### src/dtpwm_timer.sv
////////////////////////////////////////////////////////////////////////////////
// Shared constants for the dual timer PWM output block.
package dtpwm_pkg;

    // Widths.
    localparam int          CNT_W       = 16;
    localparam int          ADDR_W      = 8;
    localparam int          DATA_W      = 32;
    localparam int          NUM_TMR     = 2;
    localparam int          NUM_CMP     = 4;

    // Register byte addresses.
    localparam logic [7:0]  ADDR_CTRL0_T0  = 8'h00;
    localparam logic [7:0]  ADDR_CTRL0_T1  = 8'h04;
    localparam logic [7:0]  ADDR_CTRL1_PRI = 8'h08;
    localparam logic [7:0]  ADDR_STATUS    = 8'h0c;
    localparam logic [7:0]  ADDR_CMP_T0    = 8'h10;
    localparam logic [7:0]  ADDR_CMP_T1    = 8'h20;
    localparam logic [7:0]  ADDR_COUNT     = 8'h30;
    localparam logic [7:0]  CMP_SPAN       = 8'h10;

    // Field positions.
    localparam int          RUN_BIT      = 7;
    localparam int          DUAL_BIT     = 0;
    localparam int          MODE_LSB     = 0;
    localparam int          ST_OUT_LSB   = 0;
    localparam int          ST_PEND_LSB  = 4;
    localparam int          ST_RUN_LSB   = 6;
    localparam int          CMP_IDX_LSB  = 2;

    // Compare register indices.
    localparam logic [1:0]  CMP_IDX_SINGLE = 2'h1;
    localparam logic [1:0]  CMP_IDX_DUAL   = 2'h3;

    // Reset values and window length.
    localparam logic [15:0] CMP_RESET    = 16'h0000;
    localparam logic [15:0] CNT_CLEAR    = 16'h0000;
    localparam logic [1:0]  AGE_COMMIT   = 2'h2;
    localparam logic [1:0]  AGE_MAX      = 2'h3;

    // Operating modes of the pair of timers.
    typedef enum logic [1:0] {
        DTPWM_MODE_INDEP      = 2'b00,
        DTPWM_MODE_SYNC_START = 2'b01,
        DTPWM_MODE_SYNC_CLEAR = 2'b11
    } dtpwm_mode_e;

    // Selects the compare register that closes the cycle and commits updates.
    function automatic logic [1:0] dtpwm_commit_idx(input logic dual);
        dtpwm_commit_idx = dual ? CMP_IDX_DUAL : CMP_IDX_SINGLE;
    endfunction : dtpwm_commit_idx

endpackage : dtpwm_pkg

////////////////////////////////////////////////////////////////////////////////
// One 16-bit counter with its two PWM outputs.
module dtpwm_timer #(
    parameter int W = dtpwm_pkg::CNT_W
) (
    // Clock, reset and enable.
    input  wire logic         i_clk,
    input  wire logic         i_reset,
    input  wire logic         i_ce,
    // Control.
    input  wire logic         i_run,
    input  wire logic         i_dual,
    input  wire logic [W-1:0] i_period,
    input  wire logic [W-1:0] i_cmp0,
    input  wire logic [W-1:0] i_cmp1,
    input  wire logic [W-1:0] i_cmp2,
    input  wire logic [W-1:0] i_cmp3,
    // Status and outputs.
    output logic [W-1:0]      o_count,
    output logic              o_wrap,
    output logic              o_out_first,
    output logic              o_out_second
);
    import dtpwm_pkg::*;

    typedef struct packed {
        logic [W-1:0] cnt;
        logic         out1;
        logic         out2;
    } dtpwm_tmr_s;

    dtpwm_tmr_s s_reg;
    dtpwm_tmr_s s_next;
    logic [W-1:0] cnt_nx;

    // Counter clears on a match with the cycle value; outputs follow the compares.
    always_comb begin
        s_next = s_reg;
        cnt_nx = W'(CNT_CLEAR);
        o_wrap = i_run && (s_reg.cnt == i_period);
        if (i_run) begin
            cnt_nx = o_wrap ? W'(CNT_CLEAR) : W'(s_reg.cnt + 1'b1);
        end
        s_next.cnt  = cnt_nx;
        // High for cmp1-cmp0 counts; equal compares keep the default low level.
        s_next.out1 = i_run && (cnt_nx > i_cmp0) && (cnt_nx <= i_cmp1);
        s_next.out2 = i_run && i_dual && (cnt_nx > i_cmp2)
                      && (cnt_nx <= i_cmp3);
    end

    // State register, frozen while the clock enable is low.
    always_ff @(posedge i_clk) begin
        if (i_reset) begin
            s_reg <= '0;
        end else if (i_ce) begin
            s_reg <= s_next;
        end
    end

    assign o_count      = s_reg.cnt;
    assign o_out_first  = s_reg.out1;
    assign o_out_second = s_reg.out2;

endmodule : dtpwm_timer

### src/dtpwm_top.sv
////////////////////////////////////////////////////////////////////////////////
//
// Decided for this implementation: the register offsets and register access over APB.
module dtpwm_top #(
    parameter int W = dtpwm_pkg::CNT_W
) (
    // Clock, reset and enable.
    input  wire logic                         i_clk,
    input  wire logic                         i_reset,
    input  wire logic                         i_ce,
    // APB slave.
    input  wire logic                         i_psel,
    input  wire logic                         i_penable,
    input  wire logic                         i_pwrite,
    input  wire logic [dtpwm_pkg::ADDR_W-1:0] i_paddr,
    input  wire logic [dtpwm_pkg::DATA_W-1:0] i_pwdata,
    output logic      [dtpwm_pkg::DATA_W-1:0] o_prdata,
    output logic                              o_pready,
    output logic                              o_pslverr,
    // PWM outputs and cycle match pulses.
    output logic                              o_primary_output_first,
    output logic                              o_primary_output_second,
    output logic                              o_secondary_output_first,
    output logic                              o_secondary_output_second,
    output logic                              o_primary_cycle_match_irq,
    output logic                              o_secondary_cycle_match_irq
);
    import dtpwm_pkg::*;

    typedef logic [NUM_TMR-1:0][NUM_CMP-1:0][W-1:0] dtpwm_cmp_t;

    typedef struct packed {
        logic [NUM_TMR-1:0]        run;
        logic [NUM_TMR-1:0]        dual;
        logic                      sync_run;
        dtpwm_mode_e               mode;
        dtpwm_cmp_t                buf_cmp;
        dtpwm_cmp_t                act_cmp;
        logic [NUM_TMR-1:0]        pend;
        logic [NUM_TMR-1:0][1:0]   age;
        logic                      pready;
        logic                      pslverr;
        logic [DATA_W-1:0]         prdata;
        logic [NUM_TMR-1:0]        irq;
        logic [3:0]                outs;
    } dtpwm_state_s;

    dtpwm_state_s s_reg;
    dtpwm_state_s s_next;

    ////////////////////////////////////////////////////////////////////////////
    // Timer instances and per-timer control.

    logic [NUM_TMR-1:0]        tmr_run;
    logic [NUM_TMR-1:0]        tmr_wrap;
    logic [NUM_TMR-1:0][W-1:0] tmr_period;
    logic [NUM_TMR-1:0][W-1:0] tmr_count;
    logic [NUM_TMR-1:0]        tmr_out1;
    logic [NUM_TMR-1:0]        tmr_out2;
    logic                      sync_mode;
    logic                      clear_mode;

    // Mode decode; a reserved mode code behaves as independent operation.
    assign sync_mode  = (s_reg.mode == DTPWM_MODE_SYNC_START)
                        || (s_reg.mode == DTPWM_MODE_SYNC_CLEAR);
    assign clear_mode = (s_reg.mode == DTPWM_MODE_SYNC_CLEAR);

    genvar g;
    generate
        for (g = 0; g < NUM_TMR; g++) begin : g_tmr
            // Run source and cycle length of each timer.
            assign tmr_run[g] = sync_mode ? s_reg.sync_run : s_reg.run[g];
            assign tmr_period[g] = clear_mode
                ? s_reg.act_cmp[0][dtpwm_commit_idx(s_reg.dual[0])]
                : s_reg.act_cmp[g][dtpwm_commit_idx(s_reg.dual[g])];

            dtpwm_timer #(
                .W (W)
            ) u_tmr (
                .i_clk        (i_clk),
                .i_reset      (i_reset),
                .i_ce         (i_ce),
                .i_run        (tmr_run[g]),
                .i_dual       (s_reg.dual[g]),
                .i_period     (tmr_period[g]),
                .i_cmp0       (s_reg.act_cmp[g][0]),
                .i_cmp1       (s_reg.act_cmp[g][1]),
                .i_cmp2       (s_reg.act_cmp[g][2]),
                .i_cmp3       (s_reg.act_cmp[g][3]),
                .o_count      (tmr_count[g]),
                .o_wrap       (tmr_wrap[g]),
                .o_out_first  (tmr_out1[g]),
                .o_out_second (tmr_out2[g])
            );
        end
    endgenerate

    ////////////////////////////////////////////////////////////////////////////
    // Bus decode helpers.

    logic              acc;
    logic              wr_take;
    logic              cmp_hit;
    logic              tmr_sel;
    logic [1:0]        cmp_idx;
    logic              mapped;
    logic [NUM_TMR-1:0] commit_wr;

    // Phase of the APB transfer; a write lands on the edge that sees pready high.
    assign acc     = i_psel && i_penable;
    assign wr_take = acc && s_reg.pready && i_pwrite;
    assign cmp_idx = i_paddr[CMP_IDX_LSB +: 2];

    // Address decode of the compare windows and the control registers.
    always_comb begin
        cmp_hit = 1'b0;
        tmr_sel = 1'b0;
        mapped  = 1'b1;
        if ((i_paddr >= ADDR_CMP_T0) && (i_paddr < ADDR_CMP_T0 + CMP_SPAN)) begin
            cmp_hit = 1'b1;
        end else if ((i_paddr >= ADDR_CMP_T1) && (i_paddr < ADDR_CMP_T1 + CMP_SPAN)) begin
            cmp_hit = 1'b1;
            tmr_sel = 1'b1;
        end else if (i_paddr == ADDR_CTRL0_T0) begin
            mapped = 1'b1;
        end else if (i_paddr == ADDR_CTRL0_T1) begin
            mapped = 1'b1;
        end else if (i_paddr == ADDR_CTRL1_PRI) begin
            mapped = 1'b1;
        end else if (i_paddr == ADDR_STATUS) begin
            mapped = 1'b1;
        end else if (i_paddr == ADDR_COUNT) begin
            mapped = 1'b1;
        end else begin
            mapped = 1'b0;
        end
        if (i_paddr[1:0] != 2'h0) begin
            mapped = 1'b0;
        end
    end

    // A write to the closing compare of a timer commits its buffers; in clear mode only the primary's closing compare commits, for both timers.
    always_comb begin
        commit_wr = '0;
        if (wr_take && mapped && cmp_hit) begin
            if (clear_mode) begin
                commit_wr[0] = !tmr_sel
                               && (cmp_idx == dtpwm_commit_idx(s_reg.dual[0]));
            end else begin
                commit_wr[tmr_sel] = (cmp_idx == dtpwm_commit_idx(s_reg.dual[tmr_sel]));
            end
        end
    end

    ////////////////////////////////////////////////////////////////////////////
    // Next state.

    logic [DATA_W-1:0] rd_val;
    logic              xfer;
    int                t;
    int                src;

    always_comb begin
        s_next = s_reg;
        rd_val = '0;
        xfer   = 1'b0;
        src    = 0;

        // Register writes into control fields and compare buffers.
        if (wr_take && mapped) begin
            if (cmp_hit) begin
                s_next.buf_cmp[tmr_sel][cmp_idx] = i_pwdata[W-1:0];
            end else if (i_paddr == ADDR_CTRL0_T0) begin
                s_next.run[0]  = i_pwdata[RUN_BIT];
                s_next.dual[0] = i_pwdata[DUAL_BIT];
            end else if (i_paddr == ADDR_CTRL0_T1) begin
                s_next.run[1]  = i_pwdata[RUN_BIT];
                s_next.dual[1] = i_pwdata[DUAL_BIT];
            end else if (i_paddr == ADDR_CTRL1_PRI) begin
                s_next.sync_run = i_pwdata[RUN_BIT];
                s_next.mode     = dtpwm_mode_e'(i_pwdata[MODE_LSB +: 2]);
            end
        end

        // Commit tracking and transfer of buffers into the active compares.
        for (t = 0; t < NUM_TMR; t++) begin
            src  = clear_mode ? 0 : t;
            // Commit write must precede the match cycle by at least two clocks.
            xfer = tmr_wrap[src] && s_reg.pend[src]
                   && (s_reg.age[src] >= AGE_COMMIT);
            if (!tmr_run[t]) begin
                // Stopped timers track the buffers so a start uses them at once.
                s_next.act_cmp[t] = s_reg.buf_cmp[t];
            end else if (xfer) begin
                s_next.act_cmp[t] = s_reg.buf_cmp[t];
            end
            if (xfer || !tmr_run[t]) begin
                s_next.pend[t] = 1'b0;
            end
            if (s_reg.age[t] != AGE_MAX) begin
                s_next.age[t] = s_reg.age[t] + 2'h1;
            end
            // A commit write wins over a transfer in the same cycle.
            if (commit_wr[t]) begin
                s_next.pend[t] = 1'b1;
                s_next.age[t]  = 2'h0;
            end
            s_next.irq[t] = tmr_wrap[t];
        end

        // Read data for the register being accessed.
        if (cmp_hit) begin
            rd_val[W-1:0] = s_reg.buf_cmp[tmr_sel][cmp_idx];
        end else if (i_paddr == ADDR_CTRL0_T0) begin
            rd_val[RUN_BIT]  = s_reg.run[0];
            rd_val[DUAL_BIT] = s_reg.dual[0];
        end else if (i_paddr == ADDR_CTRL0_T1) begin
            rd_val[RUN_BIT]  = s_reg.run[1];
            rd_val[DUAL_BIT] = s_reg.dual[1];
        end else if (i_paddr == ADDR_CTRL1_PRI) begin
            rd_val[RUN_BIT]          = s_reg.sync_run;
            rd_val[MODE_LSB +: 2]    = s_reg.mode;
        end else if (i_paddr == ADDR_STATUS) begin
            rd_val[ST_OUT_LSB +: 4]  = s_reg.outs;
            rd_val[ST_PEND_LSB +: 2] = s_reg.pend;
            rd_val[ST_RUN_LSB +: 2]  = tmr_run;
        end else if (i_paddr == ADDR_COUNT) begin
            rd_val = {tmr_count[1], tmr_count[0]};
        end

        // One wait state, then the answer with data or an error.
        s_next.pready  = acc && !s_reg.pready;
        s_next.pslverr = acc && !s_reg.pready && !mapped;
        s_next.prdata  = (acc && !s_reg.pready && !i_pwrite && mapped) ? rd_val : '0;

        // Pin levels collected for registered outputs.
        s_next.outs = {tmr_out2[1], tmr_out1[1], tmr_out2[0], tmr_out1[0]};
    end

    ////////////////////////////////////////////////////////////////////////////
    // State register, frozen while the clock enable is low.

    always_ff @(posedge i_clk) begin
        if (i_reset) begin
            s_reg      <= '0;
            s_reg.mode <= DTPWM_MODE_INDEP;
        end else if (i_ce) begin
            s_reg <= s_next;
        end
    end

    ////////////////////////////////////////////////////////////////////////////
    // Outputs, each straight from the state register.

    assign o_prdata                    = s_reg.prdata;
    assign o_pready                    = s_reg.pready;
    assign o_pslverr                   = s_reg.pslverr;
    assign o_primary_output_first      = s_reg.outs[0];
    assign o_primary_output_second     = s_reg.outs[1];
    assign o_secondary_output_first    = s_reg.outs[2];
    assign o_secondary_output_second   = s_reg.outs[3];
    assign o_primary_cycle_match_irq   = s_reg.irq[0];
    assign o_secondary_cycle_match_irq = s_reg.irq[1];

endmodule : dtpwm_top

### config.mk
export PLATFORM = sky130hd
export DESIGN_NAME = dtpwm_top
export DESIGN_NICKNAME = d
export VERILOG_FILES = /design/src/dtpwm_timer.sv /design/src/dtpwm_top.sv
export SDC_FILE = /design/constraint.sdc
export NUM_CORES = 1
export LEC_CHECK = 0
export ABC_AREA = 0
export BUFFER_PORTS_ARGS = -buffer_cell sky130_fd_sc_hd__buf_2
export CAP_MARGIN = 20
export CORE_MARGIN = 1
export CORE_UTILIZATION = 50
export DETAILED_ROUTE_END_ITERATION = 10
export GPL_TIMING_DRIVEN = 0
export PLACE_DENSITY_LB_ADDON = 0.25
export SLEW_MARGIN = 20
export SYNTH_ARGS = -nofsm -noshare
export SYNTH_HDL_FRONTEND = slang
export SYNTH_SLANG_ARGS = --single-unit
### constraint.sdc
create_clock -name i_clk -period 4.29 [get_ports i_clk]
set_input_delay 0.2145 -clock i_clk [delete_from_list [all_inputs] [get_ports i_clk]]
set_output_delay 0.2145 -clock i_clk [all_outputs]
set_load 0.01 [all_outputs]
==> Yosys cells after proc, flatten, opt, wreduce, memory -nomap -nowiden <==
Cells that the tools add are included.
{ "word_totals": {"register_bits": 345, "inputBits": 46, "out_inout_bits": 40, "word_cells": 216} }
{ "classes": {"add_sub_neg": 4, "order_cmp": 21, "eq_ne": 14, "muxes": 81, "n_bitwise": 4, "n_reduce_logical": 55} }
{ "op_table": {"columns": ["op", "n"], "rows": [
  ["two-way mux 64 bit", 7],
  ["two-way mux 16 bit", 11],
  ["bitwise mux 128 bit", 1],
  ["binary-select mux 16 bit (select 2 bit)", 3],
  ["two-way mux 24 bit", 4],
  ["demux 64 bit (select 1 bit)", 1],
  ["> comparator 16 bit", 4],
  ["<= comparator 16 bit", 4],
  ["two-way mux 32 bit", 2],
  ["two-way mux 1 bit", 34],
  ["adder 16 x 1 -> 16 bit (second input constant)", 2],
  ["demux 16 bit (select 2 bit)", 1],
  ["== test 16 bit", 2],
  ["logical AND 1 bit", 30],
  ["two-way mux 2 bit", 12],
  ["== test 8 x 4 -> 1 bit (second input constant)", 2],
  ["less-than comparator 8 x 6 -> 1 bit (second input constant)", 2],
  ["two-way mux 6 bit", 2],
  ["AND reduction 2 bit", 6],
  ["nonzero test 2 bit", 5],
  ["less-than comparator 2 x 3 -> 1 bit (second input constant)", 3],
  ["== test 8 x 3 -> 1 bit (second input constant)", 1],
  ["== test 8 x 6 -> 1 bit (second input constant)", 1],
  ["greater-or-equal comparator 8 x 5 -> 1 bit (second input constant)", 1],
  ["other kinds (22)", 38]
]} }

==> Logic depth before layout (Yosys ltp) <==
Gate-level depths: netlist (run 1).
{ "logic_depth": {"word_depth": 14, "ltp_mapped": 21, "depth_no_buf": 16} }

==> Cells and area by module <==
From an unflattened synthesis (run 1), not the netlist that was laid out.
{ "hier_totals": {"hier_cells": 2432, "hier_area_um2": 19826.5} }
{ "by_module_without_submodules": {"columns": ["module", "n_inst", "cells_per_inst", "area_each_um2", "seq_area_each_um2"], "rows": [
  ["dtpwm_top", 1, 1563, 13286.5, 6185.9],
  ["dtpwm_timer (g_tmr[1].u_tmr)", 1, 443, 3288.2, 360.3],
  ["dtpwm_timer (g_tmr[0].u_tmr)", 1, 426, 3251.9, 360.3]
]} }

==> Worst setup path after synthesis (run 1) <==
OpenSTA, ideal clock, no wires.
{ "synth_timing": {"kind": "register to register", "from": "register s_reg[305] in the netlist's numbering", "to": "register g_tmr[1].u_tmr.s_reg (netlist bit g_tmr[1].u_tmr.o_out_first)", "setup_time_ps": 58, "arrival_ps": 4005, "t_required_ps": 4232, "setup_slack_ps": 227, "stages_incl_launch_ff": 20, "path_buffers": 3, "synth_period_minus_slack_ps": 4063, "path_cell_list": "dfxtp_1 > buf_6 > mux2_2 > a221oi_1 > a31oi_1 > a2111o_1 > nor4_4 > or2_1 > buf_4 > buf_6 > nor2_1 > ha_1 > nor2b_1 > o21a_1 > o21a_1 > o21a_1 > o21a_1 > o2111ai_1 > and3_1 > o211a_1"} }
{ "synth_between": {"elab_chain_len": 11, "word_cells_on_any_way": 12, "cone_classes": "order compare: 2; eq/ne: 1; mux: 6; reduce/logical: 3"} }
{ "synth_lines": {"columns": ["item", "line", "rtl"], "rows": [
  ["from (decl)", "dtpwm_top.sv:48", "dtpwm_state_s s_reg;"],
  ["from (signal assigned)", "dtpwm_top.sv:248", "s_reg <= s_next;"],
  ["two-way mux 2 bit (*)", "dtpwm_timer.sv:50", "dtpwm_commit_idx = dual ? CMP_IDX_DUAL : CMP_IDX_SINGLE;"],
  ["binary-select mux 16 bit (select 2 bit) (*)", "dtpwm_top.sv:74", "? s_reg.act_cmp[0][dtpwm_commit_idx(s_reg.dual[0])]"],
  ["two-way mux 16 bit (not written as such) (*)", "dtpwm_top.sv:74", null],
  ["two-way mux 16 bit (*)", "dtpwm_top.sv:74", null],
  ["== test 16 bit (*)", "dtpwm_timer.sv:94", "o_wrap = i_run && (s_reg.cnt == i_period);"],
  ["logical AND 1 bit (*)", "dtpwm_timer.sv:94", null],
  ["two-way mux 16 bit (*)", "dtpwm_timer.sv:96", "cnt_nx = o_wrap ? W'(CNT_CLEAR) : W'(s_reg.cnt + 1'b1);"],
  ["two-way mux 16 bit (*)", "dtpwm_timer.sv:95", "if (i_run) begin"],
  ["net g_tmr[1].u_tmr.cnt_nx[1]", "dtpwm_timer.sv:88", "logic [W-1:0] cnt_nx;"],
  ["> comparator 16 bit", "dtpwm_timer.sv:100", "s_next.out1 = i_run && (cnt_nx > i_cmp0) && (cnt_nx <= i_cmp1);"],
  ["logical AND 1 bit", "dtpwm_timer.sv:100", null],
  ["logical AND 1 bit (*)", "dtpwm_timer.sv:100", null],
  ["to (signal assigned)", "dtpwm_timer.sv:110", "s_reg <= s_next;"],
  ["to (decl)", "dtpwm_timer.sv:86", "dtpwm_tmr_s s_reg;"]
]} }
Mark *: on every way through the listed nets, which the timed path passes. The rest lies on a longest branch. The select of a mux whose other input is x is not followed.
A chain may end at the register's enable or synchronous reset.

==> Worst setup path in the final report (run 1) <==
{ "layout_timing": {"from": "register s_reg[305] in the netlist's numbering", "to": "register g_tmr[1].u_tmr.s_reg (netlist bit g_tmr[1].u_tmr.o_out_second)"} }
{ "layout_between": {"elab_chain_len": 11, "word_cells_on_any_way": 12, "cone_classes": "order compare: 2; eq/ne: 1; mux: 6; reduce/logical: 3"} }
{ "layout_lines": {"columns": ["item", "line", "rtl"], "rows": [
  ["two-way mux 2 bit (*)", "dtpwm_timer.sv:50", null],
  ["binary-select mux 16 bit (select 2 bit) (*)", "dtpwm_top.sv:74", null],
  ["two-way mux 16 bit (not written as such) (*)", "dtpwm_top.sv:74", null],
  ["two-way mux 16 bit (*)", "dtpwm_top.sv:74", null],
  ["== test 16 bit (*)", "dtpwm_timer.sv:94", null],
  ["logical AND 1 bit (*)", "dtpwm_timer.sv:94", null],
  ["two-way mux 16 bit (*)", "dtpwm_timer.sv:96", null],
  ["two-way mux 16 bit (*)", "dtpwm_timer.sv:95", null],
  ["net g_tmr[1].u_tmr.cnt_nx[15]", "dtpwm_timer.sv:88", null],
  ["> comparator 16 bit", "dtpwm_timer.sv:101", "s_next.out2 = i_run && i_dual && (cnt_nx > i_cmp2)"],
  ["logical AND 1 bit", "dtpwm_timer.sv:101", null],
  ["logical AND 1 bit (*)", "dtpwm_timer.sv:102", "&& (cnt_nx <= i_cmp3);"]
]} }
Marks and branches as above.

==> results of run 1 <==
==> final cells by class <==
type	instances	area share, %
timing repair buffer	73	2.07
tap	518	2.88
inverter	132	2.20
multi-input combinational	1704	51.4
sequential	345	30.7
clock buffer	61	5.34
buffer	200	4.86
clock inverter	11	0.539
==> cells in the mapped netlist (all sizes together), types with 15 or more instances <==
cell,count,area (um^2)
o21a,15,113
nand2,322,1210
clkbuf,133,515
nand3,56,280
buf,71,531
nor2,188,706
mux2i,191,1910
o21ai,57,285
a21oi,215,1080
ha,133,1660
and3,25,156
nand4,31,194
dfxtp,345,6910
nor4,15,109
mux2,16,180
nor2b,21,131
a22oi,29,223
inv,132,495
nand3b,16,120
a21o,25,188
nand2b,137,857
xnor2,53,464
a31oi,16,100
nor3,35,185
==> worst min-delay path by stage <==
stage / to / cells past startpoint / slack (ps) / start
after detailed placement: o_pslverr / 2 / 460 / o_pslverr
final: o_pslverr / 5 / 80 / i_penable
after global routing: s_reg[205] / 3 / 80 / i_pwdata[15]
after floorplan: s_reg[277] / 2 / 360 / i_pwdata[7]
after global placement: o_pslverr / 2 / 450 / o_pslverr
after CTS: o_pslverr / 5 / 60 / i_penable
==> power breakdown <==
part           internal [mW]  total, mW  switching [mW]
logic                  0.106      0.381           0.275
clock network           2.05       3.46            1.41
registers               3.21       3.21         0.00372
total                   5.37       7.06            1.69
==> routing by layer <==
metal  vias up  GRT usage (%)  share of wire [%]
li1       8373              -                  -
met1      8724           50.3                 44
met2       852           56.8                 43
met4         0           16.3                4.3
met3       165           6.67                8.6
met5         -              0                  0
==> worst reg2reg max path, stage by stage (launching register included) <==
cell,delay [ps]
dfxtp_4,410
mux2i_4,360
xnor2_1,120
or3_1,380
a2111o_1,480
nor4_4,320
or2_1,170
buf_6,170
buf_12,140
nor2_2,90
ha_1,350
nand4_1,160
nor4_2,580
nor3_1,120
o31ai_1,120
a211oi_2,110
==> kinds of logic after synthesis <==
group	synth area share [%]
adders and majority gates	8.48
and+or+nand+nor	21.0
DFF	35.2
buffers and inverters	7.86
xor gates and xnor gates	2.86
muxes	11.7
AOI/OAI and AO/OA	12.9
==> timing repair <==
| item | in CTS | in global routing |
|---|---|---|
| endpoints found under the setup margin | 4 | 4 |
| gates resized for setup | 48 | 64 |
| cloned | 0 | 1 |
| hold buffers | 3 | 0 |
| setup buffers | 7 | 9 |
| hold endpoints to repair | 3 | 0 |
| pin swaps | 4 | 18 |
==> per-stage QoR <==
stage | hold WS (ps) | util [%] | cells
after floorplan | 362 | - | 2385
after global placement | 454 | 53.1 | 2956
after detailed placement | 461 | 53.1 | 2956
after CTS | 59.2 | 57.4 | 3038
after global routing | 82.7 | 58.2 | 3044
final | 76.1 | 58.2 | 3044
==> run metrics, run 1 <==
pin count of the biggest net entering global routing=14; CP required=4710 ps; global-route wire length before repair=107000 um; Vias=18100; gpl congestion=1.03; Finished Cell Area=22500 um^2; Post-route DRC=0; Seq cells post-synth=345; Slew HR=29.2%; clk sinks=345; Max Slew Vio Count=0; Cell Pwr Density=314 nW/um^2; worst r2r src=s_reg[305]; NumNets Final=2675; # fillers=3528; initial core utilization=50.8%; clk buf depth=3; Tmin final=4230 ps; clk root buf=clkbuf_16; Worst R2R Path Depth=15; Hold Path Class=in2reg; Power, Total=7.06 mW; Setup Total Neg Slack=0 ps; antenna-violating nets left=0; Max Fclk=236 MHz; worst clock skew=18.0 ps; Worst-Skew Late Latency=570 ps; number of global-route vias before repair=17000; Synth Warn #=0; Syn Inst Count=2385; Slowest cell on crit path=nor4_2; Die Area=40000 um^2; max reg flops=269; Peak VDD IR=0.000317 V; WL final=73500 um; ys async rst share=0%; Core Region=38600 um^2; area grow syn2layout=14.7%; top_reg_cell synth=dfxtp_1; Cell Chain, Critical Path=mux2i_4 -> xnor2_1 -> or3_1 -> a2111o_1 -> nor4_4 -> or2_1 -> buf_6 -> buf_12 -> nor2_2 -> ha_1 -> nand4_1 -> nor4_2 -> nor3_1 -> o31ai_1 -> a211oi_2; DR pass1 iterations=10; Final Setup Violations=0; area of the multi-input gates=11600 um^2; register area share after synthesis=35.2%; Post-Synthesis Cell Area=19600 um^2; All-Layer GR Usage=36.9%; Remaining Overflow, GRT=0; H-Tree Depth=2; worst setup path startpoint=s_reg[305]; DP HPWL=57000 um; EDFF count, synth=0; CP Launch Type=register; Critical path buffers and inverters=2; commonest non-fill, non-tap cell in the layout=dfxtp_1; Max-Cap Viols=0; Critical Path Sink Type=register; RSZ-0062 raised after global routing=yes; ant diodes=0; CP max stage delay=570 ps; Leak Pwr=8.57 nW; placed inst area=20500 um^2; R2R Path End=g_tmr[1].u_tmr.o_out_second; routed len/inst=24.1 um; CP endpoint=g_tmr[1].u_tmr.o_out_second; Reg area=6910 um^2; Crit path depth=15; setup slack, reg-to-reg=60 ps; leading cell types in the layout, fill and taps excluded=dfxtp_1 (341), nand2_1 (322), a21oi_1 (211); PortBufs=53; Rows=72; Syn Area/Cell=8.23 um^2; Tcrit/Tclk final=98.6%; Worst Setup Slack, final=60.4 ps; CTS Buf Count=40; CP top delay family=simple AND/OR/NAND/NOR gates; Fin. Hold Viols=0; post-synth net total=2564; Setup CP Type=reg2reg; clock slew at reported path FFs=60 ps; crit-path max FO=8; Setup Slack @ Placement=-1020 ps; share of cells above drive strength 1=12.2%; arrival time worst endpoint=4650 ps; CTS tree=yes; chip height=200 um; IO Count=86; DRT iter0 DRCs=1702; Worst Max-Slew Pin Slew=1060 ps; Die X=200 um; synth unique cells=67; status=completed; initial antenna violation count=0; Vias per Instance=5.95
Note: power is estimated with default switching activity, not from simulation.
==> run 2, diff against run 1 <==
Settings changed: ABC_CLOCK_PERIOD_IN_PS set to 4900, CTS_BUF_LIST set to sky130_fd_sc_hd__clkbuf_4 sky130_fd_sc_hd__clkbuf_8 sky130_fd_sc_hd__clkbuf_16.
Clock period 4.29 ns to 4.9 ns, I/O delays scaled along.
==> run metrics, run 2 (synthesis results as in run 1) <==
Core Region=38600 um^2; placed inst area=20500 um^2; IO Count=86; max reg flops=269; CP endpoint=g_tmr[1].u_tmr.o_out_second; hold_sp=i_pwrite; internal power=4.75 mW; Max Slew Vio Count=0; worst setup path startpoint=s_reg[306]; crit-path max FO=10; DRT iter0 DRCs=1757; leading cell types in the layout, fill and taps excluded=dfxtp_1 (344), nand2_1 (322), a21oi_1 (214); ant diodes=0; antenna-violating nets left=0; Hold Path Class=in2reg; CTS tree=yes; Critical Path Sink Type=register; clk buf depth=3; NumNets Final=2667; initial core utilization=50.8%; pin count of the biggest net entering global routing=14; clock slew at reported path FFs=60 ps; status=completed; Die Area=40000 um^2; most frequent CP cell=nor2_1; Rows=72; Critical path buffers and inverters=3; CP top delay family=simple AND/OR/NAND/NOR gates; Peak VDD IR=0.000281 V; worst clock skew=14.9 ps; Slew HR=27.5%; Vias per Instance=5.93; final core occ=57.1%; Finished Cell Area=22100 um^2; Die X=200 um; DR pass1 iterations=6; Tcrit/Tclk final=94.6%; R2R Path End=g_tmr[1].u_tmr.o_out_second; clk root buf=clkbuf_16; Max-Cap Viols=0; chip height=200 um; DP HPWL=57000 um; Sw Ratio=23.7%; CP max stage delay=620 ps; clk sinks=345; Slowest cell on crit path=nor2_1; CP Launch Type=register; CTS Buf Count=40; Remaining Overflow, GRT=0; Post-route DRC=0; number of global-route vias before repair=16800; Hold Slack=38.6 ps; Vias=18000; Cell Chain, Critical Path=buf_2 -> buf_2 -> mux2i_1 -> mux2i_1 -> xnor2_1 -> nand4_1 -> nor4_4 -> or2_1 -> buf_4 -> nor2_1 -> ha_1 -> nand4_1 -> nor2_1 -> nor2_1 -> a21boi_0 -> o21ai_0 -> a21oi_1 -> and4b_1 -> a211oi_1; Cell Pwr Density=282 nW/um^2; sequential share of power=45.1%; Power, Total=6.23 mW; Leak Pwr=8.47 nW; Max Fclk=216 MHz; PortBufs=53; Fin. Hold Viols=0; Worst R2R Path Depth=19; Tmin final=4630 ps; global-route wire length before repair=107000 um; commonest non-fill, non-tap cell in the layout=dfxtp_1; gpl congestion=1.03; initial antenna violation count=0; CP required=5370 ps; Clock power frac=49.6%; Worst-Skew Late Latency=570 ps; area grow syn2layout=12.5%; Final Setup Violations=0; Psw=1.48 mW; routed len/inst=24.0 um; WL final=72900 um; arrival time worst endpoint=5110 ps; setup slack, reg-to-reg=270 ps; H-Tree Depth=2; RSZ-0062 raised after global routing=no; Setup CP Type=reg2reg; All-Layer GR Usage=36.8%; share of cells above drive strength 1=10.3%; worst r2r src=s_reg[306]; Worst Max-Slew Pin Slew=1090 ps; Crit path depth=19; Combinational Power Share=5.3%
-- run 2: changes by cell type in the layout (fill, tap and decap cells not counted), moves of 6 or more --
cell / before / now
buf_4: 49 / 41
mux2i_1: 173 / 180
clkbuf_1: 126 / 120
nor2_1: 163 / 184
clkbuf_4: 3 / 10
nor2_2: 14 / 4
buf_2: 56 / 63
nor2_4: 11 / 0
-- run 2: area by class of cell --
type | instances | area [um^2]
clock inverters | 11 | 121
clock buffers | 61 | 1240
well taps | 518 | 648
flip-flops and latches | 345 | 6910
repair buffers | 61 | 330
plain buffers | 204 | 1050
inverters | 132 | 495
multi-input cells | 1704 | 11300
fillers | 3601 | 16600
-- run 2: how the worst min path moves through the flow --
stage	endpoint	cells after the start
4_1_cts	o_prdata[7]	4
3_5_place_dp	o_pslverr	2
5_1_grt	o_prdata[7]	4
2_1_floorplan	s_reg[277]	2
6_report	o_prdata[7]	4
3_3_place_gp	o_pslverr	2
-- run 2: power groups by stage --
stage / registers, mW / logic, mW / clock network (mW)
6_report: 2.81 / 0.333 / 3.09
5_1_grt: 2.81 / 0.342 / 3.23
4_1_cts: 2.81 / 0.319 / 3.10
3_5_place_dp: 2.87 / 0.317 / 0
3_3_place_gp: 2.87 / 0.315 / 0
2_1_floorplan: 2.87 / 0.194 / 0
-- run 2: repair_timing --
| item | in CTS | in global routing |
|---|---|---|
| endpoints found under the hold margin | 2 | 0 |
| cloned | 0 | 0 |
| hold buffers | 2 | 0 |
| gates resized for setup | 14 | 10 |
| buffers inserted | 0 | 6 |
| pin swaps | 0 | 4 |
| setup endpoints to repair | 4 | 4 |
-- run 2: worst register-to-register path, stage by stage, from the launching register on --
cell and delay (ps):
dfxtp_1 360, buf_2 310, buf_2 400, mux2i_1 390, mux2i_1 160, xnor2_1 150, nand4_1 160, nor4_4 80
or2_1 210, buf_4 160, nor2_1 620, ha_1 270, nand4_1 150, nor2_1 140, nor2_1 50, a21boi_0 170
o21ai_0 110, a21oi_1 200, and4b_1 280, a211oi_1 200
-- run 2: metrics by stage --
step / worst slack (ps) / setup TNS, ps / cells
after CTS: 27.6 / 0 / 3030
after global placement: -383 / -690 / 2956
after global routing: 40.7 / 0 / 3036
after floorplan: 837 / 0 / 2385
final: 265 / 0 / 3036
after detailed placement: -411 / -727 / 2956
-- run 2: per-layer routing --
layer  global-route usage (%)  share of wire (%)  vias to the layer above  routed length (um)
met4                     14.4                4.1                        0                2990
met2                     57.4                 44                      854               31800
met5                        0                  0                        -                   0
met3                     6.13                8.5                      153                6220
li1                         -                  -                     8337                   -
met1                     50.5                 44                     8666               32000
